--- src/logic/rmc_params.svh ---
// offsets, field positions, reset values and fixed counts of the modem configuration bank
`ifndef RMC_PARAMS_SVH
`define RMC_PARAMS_SVH

`define RMC_ADDR_FEC_PRE_EXP 6'h13
`define RMC_ADDR_STEP_MANT 6'h14
`define RMC_ADDR_DEVIATION 6'h15
`define RMC_ADDR_RX_TIMEOUT 6'h16

`define RMC_RST_FEC_PRE_EXP 8'h22
`define RMC_RST_STEP_MANT 8'hF8
`define RMC_RST_DEVIATION 8'h47
`define RMC_RST_RX_TIMEOUT 8'h07

`define RMC_MASK_FEC_PRE_EXP 8'hF3
`define RMC_MASK_STEP_MANT 8'hFF
`define RMC_MASK_DEVIATION 8'h77
`define RMC_MASK_RX_TIMEOUT 8'h1F

`define RMC_BIT_FEC 7
`define RMC_PRE_HI 6
`define RMC_PRE_LO 4
`define RMC_SPC_E_HI 1
`define RMC_SPC_E_LO 0
`define RMC_DEV_E_HI 6
`define RMC_DEV_E_LO 4
`define RMC_DEV_M_HI 2
`define RMC_DEV_M_LO 0
`define RMC_BIT_EARLY_STOP 4
`define RMC_BIT_QUAL_GATE 3
`define RMC_RXT_HI 2
`define RMC_RXT_LO 0

`define RMC_STEP_OFFSET 12'h100
`define RMC_DEV_OFFSET 4'h8
`define RMC_EARLY_PERIODS 4'h8
`define RMC_RXT_UNLIMITED 3'h7

// rx timeout scale per wake resolution, code 0, fixed point with 8 fraction bits
`define RMC_RXT_K0 14'h039B
`define RMC_RXT_K1 14'h1207
`define RMC_RXT_K2 14'h2074
`define RMC_RXT_K3 14'h2EE0
`define RMC_RXT_FRAC 5'h08

`endif

--- src/logic/rmc_pkg.sv ---
// types of the modem configuration bank
package rmc_pkg;
	typedef enum logic [0:0] {
		RMC_PH_HEADER = 1'b0,
		RMC_PH_DATA = 1'b1
	} rmc_phase_t;
endpackage

--- src/logic/rmc_top.sv ---
// modem configuration registers behind the serial port, with derived modem settings
`timescale 1ns/1ns
`include "rmc_params.svh"

// Notes on behaviour
// - bit 7 switches error correction with interleaving
// - preamble code 0..7 gives 2..24 bytes
// - spacing is (256+mantissa) shifted by exponent
// - frequency is four times base plus spacing times channel
// - deviation is (8+mantissa) shifted by exponent, zero under msk
// - under msk mantissa sets phase change fraction
// - stop receive without carrier in eight periods
// - timeout code bounds sync search, resets seven
module rmc_top (
	input wire logic clk_sys_i,
	input wire logic rst_n_i,
	input wire logic spi_sclk_i,
	input wire logic spi_cs_n_i,
	input wire logic spi_mosi_i,
	output logic spi_miso_o,
	input wire logic msk_mode_i,
	input wire logic [23:0] base_freq_i,
	input wire logic [7:0] channel_index_i,
	input wire logic [15:0] wake_event_period_i,
	input wire logic [1:0] wake_resolution_i,
	input wire logic rx_active_i,
	input wire logic rx_period_tick_i,
	input wire logic carrier_sense_i,
	input wire logic sync_found_i,
	input wire logic preamble_quality_i,
	output logic forward_error_correction_on_o,
	output logic [4:0] preamble_bytes_o,
	output logic [11:0] channel_step_o,
	output logic [26:0] rf_freq_word_o,
	output logic [10:0] freq_deviation_o,
	output logic [2:0] msk_phase_fraction_o,
	output logic rx_timeout_quality_gate_o,
	output logic [21:0] sync_timeout_o,
	output logic sync_timeout_none_o,
	output logic rx_terminate_o
);
	logic [7:0] fec_preamble_spacing_exp_reg;
	logic [7:0] channel_step_mantissa_reg;
	logic [7:0] frequency_deviation_reg;
	logic [7:0] receive_timeout_control_reg;

	// serial port
	rmc_pkg::rmc_phase_t phase;
	logic sclk_q;
	logic [2:0] bit_cnt;
	logic [7:0] shift_in;
	logic [7:0] shift_out;
	logic [5:0] addr;
	logic rd_mode;
	logic burst;

	wire sclk_rise = spi_sclk_i & ~sclk_q & ~spi_cs_n_i;
	wire sclk_fall = ~spi_sclk_i & sclk_q & ~spi_cs_n_i;
	wire [7:0] next_byte = {shift_in[6:0], spi_mosi_i};
	wire byte_done = sclk_rise & (bit_cnt == 3'h7);
	wire hdr_done = byte_done & (phase == rmc_pkg::RMC_PH_HEADER);
	wire data_done = byte_done & (phase == rmc_pkg::RMC_PH_DATA);
	wire [5:0] rd_addr = hdr_done ? next_byte[5:0] : addr + 6'h01;
	wire [5:0] next_addr = burst ? addr + 6'h01 : addr;
	wire wr_en = data_done & ~rd_mode;
	wire sel_fpe = wr_en & (addr == `RMC_ADDR_FEC_PRE_EXP);
	wire sel_mant = wr_en & (addr == `RMC_ADDR_STEP_MANT);
	wire sel_dev = wr_en & (addr == `RMC_ADDR_DEVIATION);
	wire sel_rxt = wr_en & (addr == `RMC_ADDR_RX_TIMEOUT);

	logic [7:0] rd_data;
	always_comb begin
		case (rd_addr)
			`RMC_ADDR_FEC_PRE_EXP: rd_data = fec_preamble_spacing_exp_reg;
			`RMC_ADDR_STEP_MANT: rd_data = channel_step_mantissa_reg;
			`RMC_ADDR_DEVIATION: rd_data = frequency_deviation_reg;
			`RMC_ADDR_RX_TIMEOUT: rd_data = receive_timeout_control_reg;
			default: rd_data = 8'h00;
		endcase
	end

	always_ff @(posedge clk_sys_i or negedge rst_n_i) begin
		if (!rst_n_i) begin
			sclk_q <= 1'b0;
			phase <= rmc_pkg::RMC_PH_HEADER;
			bit_cnt <= 3'h0;
			shift_in <= 8'h00;
			shift_out <= 8'h00;
			addr <= 6'h00;
			rd_mode <= 1'b0;
			burst <= 1'b0;
			spi_miso_o <= 1'b0;
		end else begin
			sclk_q <= spi_sclk_i;
			if (spi_cs_n_i) begin
				phase <= rmc_pkg::RMC_PH_HEADER;
				bit_cnt <= 3'h0;
				shift_out <= 8'h00;
			end else begin
				if (sclk_rise) begin
					bit_cnt <= bit_cnt + 3'h1;
					shift_in <= next_byte;
				end
				if (hdr_done) begin
					phase <= rmc_pkg::RMC_PH_DATA;
					rd_mode <= next_byte[7];
					burst <= next_byte[6];
					addr <= next_byte[5:0];
					shift_out <= rd_data;
				end else if (data_done) begin
					addr <= next_addr;
					phase <= burst ? rmc_pkg::RMC_PH_DATA : rmc_pkg::RMC_PH_HEADER;
					shift_out <= rd_data;
				end else if (sclk_fall) begin
					spi_miso_o <= shift_out[7];
					shift_out <= {shift_out[6:0], 1'b0};
				end
			end
		end
	end

	// register file, reserved bits stay zero
	rmc_cfg_reg #(
		.RST_VAL(`RMC_RST_FEC_PRE_EXP),
		.WR_MASK(`RMC_MASK_FEC_PRE_EXP)
	) reg_fpe (
		.clk_i(clk_sys_i),
		.rst_n_i(rst_n_i),
		.wr_i(sel_fpe),
		.data_i(next_byte),
		.q_o(fec_preamble_spacing_exp_reg)
	);

	rmc_cfg_reg #(
		.RST_VAL(`RMC_RST_STEP_MANT),
		.WR_MASK(`RMC_MASK_STEP_MANT)
	) reg_mant (
		.clk_i(clk_sys_i),
		.rst_n_i(rst_n_i),
		.wr_i(sel_mant),
		.data_i(next_byte),
		.q_o(channel_step_mantissa_reg)
	);

	rmc_cfg_reg #(
		.RST_VAL(`RMC_RST_DEVIATION),
		.WR_MASK(`RMC_MASK_DEVIATION)
	) reg_dev (
		.clk_i(clk_sys_i),
		.rst_n_i(rst_n_i),
		.wr_i(sel_dev),
		.data_i(next_byte),
		.q_o(frequency_deviation_reg)
	);

	rmc_cfg_reg #(
		.RST_VAL(`RMC_RST_RX_TIMEOUT),
		.WR_MASK(`RMC_MASK_RX_TIMEOUT)
	) reg_rxt (
		.clk_i(clk_sys_i),
		.rst_n_i(rst_n_i),
		.wr_i(sel_rxt),
		.data_i(next_byte),
		.q_o(receive_timeout_control_reg)
	);

	// derived modem settings
	wire [2:0] pre_code = fec_preamble_spacing_exp_reg[`RMC_PRE_HI:`RMC_PRE_LO];
	wire [1:0] spc_e = fec_preamble_spacing_exp_reg[`RMC_SPC_E_HI:`RMC_SPC_E_LO];
	wire [2:0] dev_e = frequency_deviation_reg[`RMC_DEV_E_HI:`RMC_DEV_E_LO];
	wire [2:0] dev_m = frequency_deviation_reg[`RMC_DEV_M_HI:`RMC_DEV_M_LO];
	wire [2:0] rxt_code = receive_timeout_control_reg[`RMC_RXT_HI:`RMC_RXT_LO];
	wire early_stop_on = receive_timeout_control_reg[`RMC_BIT_EARLY_STOP];

	logic [4:0] pre_bytes;
	always_comb begin
		case (pre_code)
			3'h0: pre_bytes = 5'h02;
			3'h1: pre_bytes = 5'h03;
			3'h2: pre_bytes = 5'h04;
			3'h3: pre_bytes = 5'h06;
			3'h4: pre_bytes = 5'h08;
			3'h5: pre_bytes = 5'h0C;
			3'h6: pre_bytes = 5'h10;
			default: pre_bytes = 5'h18;
		endcase
	end

	logic [13:0] rxt_k;
	always_comb begin
		case (wake_resolution_i)
			2'h0: rxt_k = `RMC_RXT_K0;
			2'h1: rxt_k = `RMC_RXT_K1;
			2'h2: rxt_k = `RMC_RXT_K2;
			default: rxt_k = `RMC_RXT_K3;
		endcase
	end

	wire [11:0] step_base = `RMC_STEP_OFFSET + {4'h0, channel_step_mantissa_reg};
	wire [11:0] next_step = step_base << spc_e;
	wire [19:0] channel_index_prod = channel_step_o * channel_index_i;
	wire [26:0] next_freq = {1'b0, base_freq_i, 2'b00} + {7'h00, channel_index_prod};
	wire [3:0] dev_base = `RMC_DEV_OFFSET | {1'b0, dev_m};
	wire [10:0] next_dev = {7'h00, dev_base} << dev_e;
	wire [29:0] rxt_prod = wake_event_period_i * rxt_k;
	wire [29:0] rxt_shift = rxt_prod >> (`RMC_RXT_FRAC + {2'b00, rxt_code});
	wire [21:0] next_timeout = rxt_shift[21:0];
	wire next_fec = fec_preamble_spacing_exp_reg[`RMC_BIT_FEC];
	wire [10:0] next_dev_out = msk_mode_i ? 11'h000 : next_dev;
	wire [2:0] next_frac = msk_mode_i ? dev_m : 3'h0;
	wire next_gate = receive_timeout_control_reg[`RMC_BIT_QUAL_GATE];
	wire next_none = (rxt_code == `RMC_RXT_UNLIMITED);

	always_ff @(posedge clk_sys_i or negedge rst_n_i) begin
		if (!rst_n_i) begin
			forward_error_correction_on_o <= 1'b0;
			preamble_bytes_o <= 5'h00;
			channel_step_o <= 12'h000;
			rf_freq_word_o <= 27'h0000000;
			freq_deviation_o <= 11'h000;
			msk_phase_fraction_o <= 3'h0;
			rx_timeout_quality_gate_o <= 1'b0;
			sync_timeout_o <= 22'h000000;
			sync_timeout_none_o <= 1'b0;
		end else begin
			forward_error_correction_on_o <= next_fec;
			preamble_bytes_o <= pre_bytes;
			channel_step_o <= next_step;
			rf_freq_word_o <= next_freq;
			freq_deviation_o <= next_dev_out;
			msk_phase_fraction_o <= next_frac;
			rx_timeout_quality_gate_o <= next_gate;
			sync_timeout_o <= next_timeout;
			sync_timeout_none_o <= next_none;
		end
	end

	// receive supervision
	logic [3:0] period_cnt;
	logic cs_seen;
	logic [21:0] sync_cnt;
	wire sync_ok = sync_found_i | (rx_timeout_quality_gate_o & preamble_quality_i);
	wire early_expire = early_stop_on & ~cs_seen & ~carrier_sense_i & rx_period_tick_i
		& (period_cnt == `RMC_EARLY_PERIODS - 4'h1);
	wire [21:0] sync_cnt_inc = sync_cnt + 22'h000001;
	wire period_full = (period_cnt == `RMC_EARLY_PERIODS);
	wire sync_expire = ~sync_timeout_none_o & ~sync_ok & rx_period_tick_i
		& (sync_cnt_inc >= sync_timeout_o);
	// one pulse per expiry even if the next tick follows at once
	wire next_terminate = rx_active_i & ~rx_terminate_o & (early_expire | sync_expire);

	always_ff @(posedge clk_sys_i or negedge rst_n_i) begin
		if (!rst_n_i) begin
			period_cnt <= 4'h0;
			cs_seen <= 1'b0;
			sync_cnt <= 22'h000000;
			rx_terminate_o <= 1'b0;
		end else begin
			rx_terminate_o <= next_terminate;
			if (!rx_active_i || rx_terminate_o) begin
				period_cnt <= 4'h0;
				cs_seen <= 1'b0;
				sync_cnt <= 22'h000000;
			end else begin
				if (carrier_sense_i)
					cs_seen <= 1'b1;
				if (rx_period_tick_i && !period_full)
					period_cnt <= period_cnt + 4'h1;
				if (rx_period_tick_i && !sync_ok)
					sync_cnt <= sync_cnt_inc;
			end
		end
	end
endmodule

// one configuration register, reserved bits forced to zero on write
module rmc_cfg_reg #(
	parameter logic [7:0] RST_VAL = 8'h00,
	parameter logic [7:0] WR_MASK = 8'hFF
) (
	input wire logic clk_i,
	input wire logic rst_n_i,
	input wire logic wr_i,
	input wire logic [7:0] data_i,
	output logic [7:0] q_o
);
	wire [7:0] next_q = data_i & WR_MASK;

	always_ff @(posedge clk_i or negedge rst_n_i) begin
		if (!rst_n_i) begin
			q_o <= RST_VAL;
		end else if (wr_i) begin
			q_o <= next_q;
		end
	end
endmodule

--- config.mk ---
export PLATFORM = sky130hd
export DESIGN_NAME = rmc_top
export DESIGN_NICKNAME = d
export VERILOG_FILES = /design/src/logic/rmc_pkg.sv /design/src/logic/rmc_top.sv
export VERILOG_INCLUDE_DIRS = /design/src /design/src/logic
export SDC_FILE = /design/constraint.sdc
export NUM_CORES = 1
export LEC_CHECK = 0
export BUFFER_PORTS_ARGS = -buffer_cell sky130_fd_sc_hd__buf_2
export CAP_MARGIN = 20
export CELL_PAD_IN_SITES_DETAIL_PLACEMENT = 1
export CELL_PAD_IN_SITES_GLOBAL_PLACEMENT = 2
export CORE_ASPECT_RATIO = 2
export CORE_MARGIN = 4
export CORE_UTILIZATION = 44
export CTS_BUF_LIST = sky130_fd_sc_hd__clkbuf_4 sky130_fd_sc_hd__clkbuf_8
export DETAILED_ROUTE_END_ITERATION = 10
export MAX_ROUTING_LAYER = met4
export PLACE_DENSITY_LB_ADDON = 0.08
export SETUP_SLACK_MARGIN = 0.3
export SYNTH_ARGS = -nofsm -noshare
export SYNTH_HDL_FRONTEND = slang
export SYNTH_SLANG_ARGS = --single-unit
--- constraint.sdc ---
create_clock -name clk_sys_i -period 6.75 [get_ports clk_sys_i]
set_input_delay 1.35 -clock clk_sys_i [delete_from_list [all_inputs] [get_ports clk_sys_i]]
set_output_delay 1.35 -clock clk_sys_i [all_outputs]
set_load 0.02 [all_outputs]
# [Yosys cells after proc, flatten, opt, wreduce, memory -nomap -nowiden]
# Cells that the tools add are included.
[word_totals] reg_bits=165 inputBits=61
[classes] add_sub_neg=7 multipliers=2 order_cmp=1 n_eq_ne=20 n_shift=3 muxes=25 n_bitwise=36 reduce_logical=20
[ops] cell="== test 6 x 5 -> 1 bit (second input constant)" n=8
[ops] cell="2-to-1 mux 22 bit" n=2
[ops] cell="one-hot mux 14 bit (3 select lines)" n=1
[ops] cell="one-hot mux 5 bit (7 select lines)" n=1
[ops] cell="2-to-1 mux 8 bit" n=4
[ops] cell="one-hot mux 8 bit (4 select lines)" n=1
[ops] cell="multiplier 16 x 14 -> 30 bit" n=1
[ops] cell=">> shifter 30 x 5 -> 22 bit" n=1
[ops] cell="adder 26 x 20 -> 27 bit" n=1
[ops] cell="2-to-1 mux 6 bit" n=4
[ops] cell="adder 22 x 1 -> 22 bit (second input constant)" n=1
[ops] cell="AND 1 bit" n=22
[ops] cell=">= comparator 22 bit" n=1
[ops] cell="multiplier 12 x 8 -> 20 bit" n=1
[ops] cell="== test 3 bit (second input constant)" n=5
[ops] cell="NOT 1 bit" n=12
[ops] cell="nonzero test 2 bit" n=6
[ops] cell="<< shifter 10 x 2 -> 12 bit" n=1
[ops] cell="2-to-1 mux 11 bit" n=1
[ops] cell="<< shifter 4 x 3 -> 11 bit" n=1
[ops] cell="adder 9 x 8 -> 10 bit (first input constant)" n=1
[ops] cell="2-to-1 mux 3 bit" n=3
[ops] cell="2-to-1 mux 4 bit" n=2
[ops] cell="adder 6 x 1 -> 6 bit (second input constant)" n=1
[ops] cell="other kinds (21)" n=32

# [Depth between registers and ports, before layout]
[depth] depth_word=11 mapped_depth=30 depth_no_buf=26

# [By module]
# Synthesis repeated with hierarchy kept, for this count alone.
[hier_totals] hier_cells=1998 area_unflattened_um2=19009.5
[by_module_without_submodules] module="rmc_top" instances=1 cells_per_inst=1935 area_per_inst_um2=17912.2 seq_area_each_um2=3503.4
[by_module_without_submodules] module="rmc_cfg_reg at reg_mant" instances=1 cells_per_inst=17 area_per_inst_um2=337.8 seq_area_each_um2=206.4
[by_module_without_submodules] module="rmc_cfg_reg at reg_dev" instances=1 cells_per_inst=16 area_per_inst_um2=275.3 seq_area_each_um2=155.1
[by_module_without_submodules] module="rmc_cfg_reg at reg_fpe" instances=1 cells_per_inst=16 area_per_inst_um2=272.8 seq_area_each_um2=152.6
[by_module_without_submodules] module="rmc_cfg_reg at reg_rxt" instances=1 cells_per_inst=14 area_per_inst_um2=211.5 seq_area_each_um2=128.9

# [Least setup slack after synthesis]
# Ideal clock, no wire load.
[synth_path] kind="in2reg" start="input port wake_resolution_i[0]" end="register sync_timeout_o[10]" setup_ns=0.125 arrival_time_ns=8.464 t_required_ns=6.625 path_slack_ns=-1.839 path_stages=29 path_cell_list="clkbuf_1 -> inv_1 -> ha_1 -> or2_2 -> clkbuf_1 -> clkbuf_1 -> nand2_1 -> inv_1 -> fa_1 -> inv_1 -> fa_1 -> inv_1 -> fa_1 -> fa_1 -> fa_1 -> inv_1 -> fa_1 -> inv_1 -> ha_1 -> clkbuf_1 -> and4_1 -> nand3_1 -> a21o_1 -> a21bo_1 -> and3_1 -> buf_2 -> xnor2_1 -> mux4_2 -> mux2_2"
[synth_via] elab_chain_cells=4 elab_cells_between_ends=6 cone_classes="mul (1); eq/ne (2); shift (1); mux (1); reduce/logical (1)"
[synth_rtl] item="start: declaration" line="rmc_top.sv:25" text="input wire logic [1:0] wake_resolution_i,"
[synth_rtl] item="== test 2 bit, or another cell as far along" line="rmc_top.sv:191" text="case (wake_resolution_i)"
[synth_rtl] item="one-hot mux 14 bit (3 select lines) *" line="rmc_top.sv:191"
[synth_rtl] item="multiplier 16 x 14 -> 30 bit *" line="rmc_top.sv:205" text="wire [29:0] rxt_prod = wake_event_period_i * rxt_k;"
[synth_rtl] item=">> shifter 30 x 5 -> 22 bit *" line="rmc_top.sv:206" text="wire [29:0] rxt_shift = rxt_prod >> (`RMC_RXT_FRAC + {2'b00, rxt_code});"
[synth_rtl] item="net rxt_shift[10]" line="rmc_top.sv:206"
[synth_rtl] item="end signal: assignment" line="rmc_top.sv:233" text="sync_timeout_o <= next_timeout;"
[synth_rtl] item="end: declaration" line="rmc_top.sv:38" text="output logic [21:0] sync_timeout_o,"
# The timed path passes the listed nets; every way through them passes the cells marked *.
# A chain may end at the register's enable or synchronous reset.

# [Worst setup path in the final report]
[layout_path] start="input port wake_resolution_i[0]" end="register sync_timeout_o[14]"
# Same word-level chain as after synthesis.

==> flow_metrics.py <==
metrics = {
    "cells_and_area": {
        "final_common_cell": "inv_1",
        "final_nets": 2809,
        "area_growth_pct": 22.0,
        "final_cell_mix": "inv_1 (340), fa_1 (227), buf_4 (217)",
        "drive_gt1_share_pct": 25.9,
        "final_cells": 2898,
        "fin_util_pct": 54.4,
        "stdcell_area_um2": 23200,
    },
    "setup_path": {
        "worst-endpoint-required_ns": 7.13,
        "crit_arrival_ns": 7.65,
        "crit_slowest_cell": "fa_1",
        "criticalPathCategory": "primary input to flip-flop",
        "cp_max_fo": 5,
        "cp-end-kind": "flip-flop",
        "critPathMostFrequentCell": "fa_1",
        "critPathMaxStageDelay_ns": 0.52,
        "reg2reg_slack_ns": 1.60,
        "critPathLaunchType": "primary input",
    },
    "drt": {
        "dr.pass1.iters": 4,
        "antenna_left": 0,
        "wl_per_cell_um": 21.3,
        "drc": 0,
        "via_count": 15677,
        "drt_wl_total_um": 61900,
        "avgViaCountPerCell": 5.41,
        "drt-initial-drc-count": 481,
    },
    "floorplanning": {
        "ios": 146,
        "die_w_um": 155,
        "coreArea_um2": 42700,
        "die_area_um2": 46900,
        "die_h_um": 302,
        "start_util_pct": 44.6,
        "rows": 107,
    },
    "synth": {
        "syn_nets": 2475,
        "synth-edff-count": 0,
        "ys_seq_area_share_pct": 21.8,
        "synthArstFlopShare_pct": 100,
        "synth-simple-area-share_pct": 14.9,
        "yosysUniqueCellTypes": 87,
        "synthCells": 2004,
        "synth_top_family_by_area": "adder cells",
        "ys.flop_type": "dfrtp_1",
        "synth_xor_area_share_pct": 4.05,
        "synth-seq-cells": 165,
        "synth-compound-area-share_pct": 9.45,
        "netlist_area_um2": 19000,
        "yosys.area_share.adder_pct": 36.0,
        "synth_warnings": 0,
        "synth.area.mux_share_pct": 5.23,
        "syn_area_per_cell_um2": 9.50,
    },
    "global_route": {
        "track_usage_pct": 27.9,
        "grt_pass1_wl_um": 97600,
        "met2_usage_pct": 57.3,
        "overflow": 0,
        "grt_max_degree": 66,
        "grt-busiest-layer": "met2",
        "grtUsageMet3_pct": 2.61,
        "use_met1_pct": 23.4,
        "grt_pass1_vias": 18412,
        "grt_antenna_before_repair": 2,
    },
    "sta": {
        "hold_violations": 0,
        "worst_slew_pin_slew_ns": 0.891,
        "setup_viol": 22,
        "period_needed_ns": 7.27,
        "clock_skew_ns": 0.0201,
        "final.setup.tns_ns": -9.46,
        "rsz0062_at_grt": "true",
        "min_period_over_period_pct": 108,
        "max_slew_margin_pct": 40.4,
        "slew_viol_final": 0,
        "finalWorstSetupSlack_ns": -0.518,
        "max_freq_mhz": 138,
        "whs_ns": 0.434,
    },
    "outcome": {
        "status": "finished, violations left",
        "violations": "setup timing",
    },
    "placed_design": {
        "hpwl_um": 51700,
        "io_buffers": 145,
        "placedCellCount": 2840,
        "placed_area_um2": 22000,
        "place.gp.congestion": 0.940,
    },
    "job": {
        "drv_cap": 0,
    },
    "clocking": {
        "cts_inserted_buffers": 17,
        "cts_buffer_depth": 2,
        "clkLatencyLatePin_ns": 0.50,
        "ctsHoldBuffers": 0,
        "cts_tree": "built",
        "ctsHtreeMaxLevel": 4,
        "cts.sink_count": 165,
        "root_buffer": "clkbuf_8",
        "clk_pin_slew_ns": 0.10,
    },
    "worst_hold_path": {
        "hold_path.class": "flip-flop to flip-flop",
    },
    "power_and_ir_drop": {
        "p_per_area_nw_per_um2": 549,
        "p_leak_nw": 11.8,
        "ir_drop_uv": 494,
    },
}
[critical path, delay by kind of cell]
family                     cells  cell delay [ns]
muxes                          1             0.29
AOI/OAI and AO/OA              6             0.99
buffers and inverters         12             1.04
xor gates and xnor gates       1             0.12
and+or+nand+nor                3             0.41
adders and majority gates      8             3.40
[path summary, 6_finish.rpt]
kind	start	to	depth (start not counted)
max	wake_resolution_i[0]	sync_timeout_o[14]$_DFF_PN0_	31
min	reg_fpe.q_o[7]$_DFFE_PN0P_	forward_error_correction_on_o$_DFF_PN0_	0
max reg2reg	channel_step_o[5]$_DFF_PN0_	rf_freq_word_o[18]$_DFF_PN0_	16
min reg2reg	reg_fpe.q_o[7]$_DFFE_PN0P_	forward_error_correction_on_o$_DFF_PN0_	0
max in group asynchronous	rst_n_i	bit_cnt[0]$_DFFE_PN0P_	2
min in group asynchronous	rst_n_i	rf_freq_word_o[11]$_DFF_PN0_	1
[area by class of cell]
| class | instances | area, um^2 |
|---|---|---|
| Multi-Input combinational cell | 1417 | 14000 |
| Inverter | 353 | 1340 |
| Clock buffer | 18 | 241 |
| Tap cell | 545 | 682 |
| Fill cell | 4930 | 19500 |
| Sequential cell | 165 | 4150 |
| Antenna cell | 2 | 5.00 |
| Timing Repair Buffer | 384 | 2660 |
| Clock inverter | 14 | 139 |
[where the power goes]
group / total (mW) / leakage, nW / internal [mW] / switching (mW)
clock: 0.726 / 0.197 / 0.278 / 0.448
sequential: 1.28 / 2.11 / 1.15 / 0.131
combinational: 10.7 / 9.53 / 5.31 / 5.43
total: 12.8 / 11.8 / 6.74 / 6.01
[synth_stat cells (all sizes together), types with 15 or more instances]
cell type  instances  share of area (%)
xor2              40                1.8
inv              351                6.9
dfrtp            151                 20
fa               231                 24
a21oi             73                2.0
and3              18               0.59
nand2            188                3.7
mux2              46                2.7
buf               15               0.50
nor2              78                1.6
ha               179                 12
nand3             31               0.81
and2             102                3.4
nand2b            32                1.1
o21ai             53                1.4
xnor2             48                2.2
a21o              22               0.87
mux2i             41                2.2
clkbuf            55                1.1
nor3              23               0.60
nor2b             36                1.2
[stage by stage]
| stage | setup slack, ns | power, mW |
|---|---|---|
| after floorplan | -0.933 | 6.33 |
| after global placement | -1.72 | 9.35 |
| after detailed placement | -1.93 | 9.63 |
| after CTS | -0.450 | 12.2 |
| after global routing | -0.659 | 13.7 |
| final | -0.518 | 12.8 |
[routing by layer]
layer	up-vias	wire, um
met5	-	0
met4	0	3930
met3	176	1670
met2	337	37700
met1	8047	18600
li1	7117	-
[registers in the layout (all words and copies together), names as in the netlist, 6 cells and up]
name              cells
shift_in              7
shift_out             8
freq_deviation_o     11
reg_dev.q_o           6
reg_fpe.q_o           6
channel_step_o       12
sync_cnt             22
sync_timeout_o       22
reg_mant.q_o          8
addr                  6
rf_freq_word_o       27
[timing repair]
item                                    CTS  global route
resized for setup                       116            34
pin swaps                                50            29
buffers inserted                         18             5
endpoints found under the setup margin   22            22
gates cloned                              1             0
[cell families (layout without fill, tap and decap cells)]
family | after synthesis | in the layout
muxes | 90 | 90
buffers and inverters | 423 | 769
DFF | 165 | 165
adders and majority gates | 410 | 410
AOI/OAI and AO/OA | 268 | 268
other | 0 | 2
xor gates and xnor gates | 88 | 88
and+or+nand+nor | 560 | 561
No activity file was read; power rests on OpenSTA's default activity.
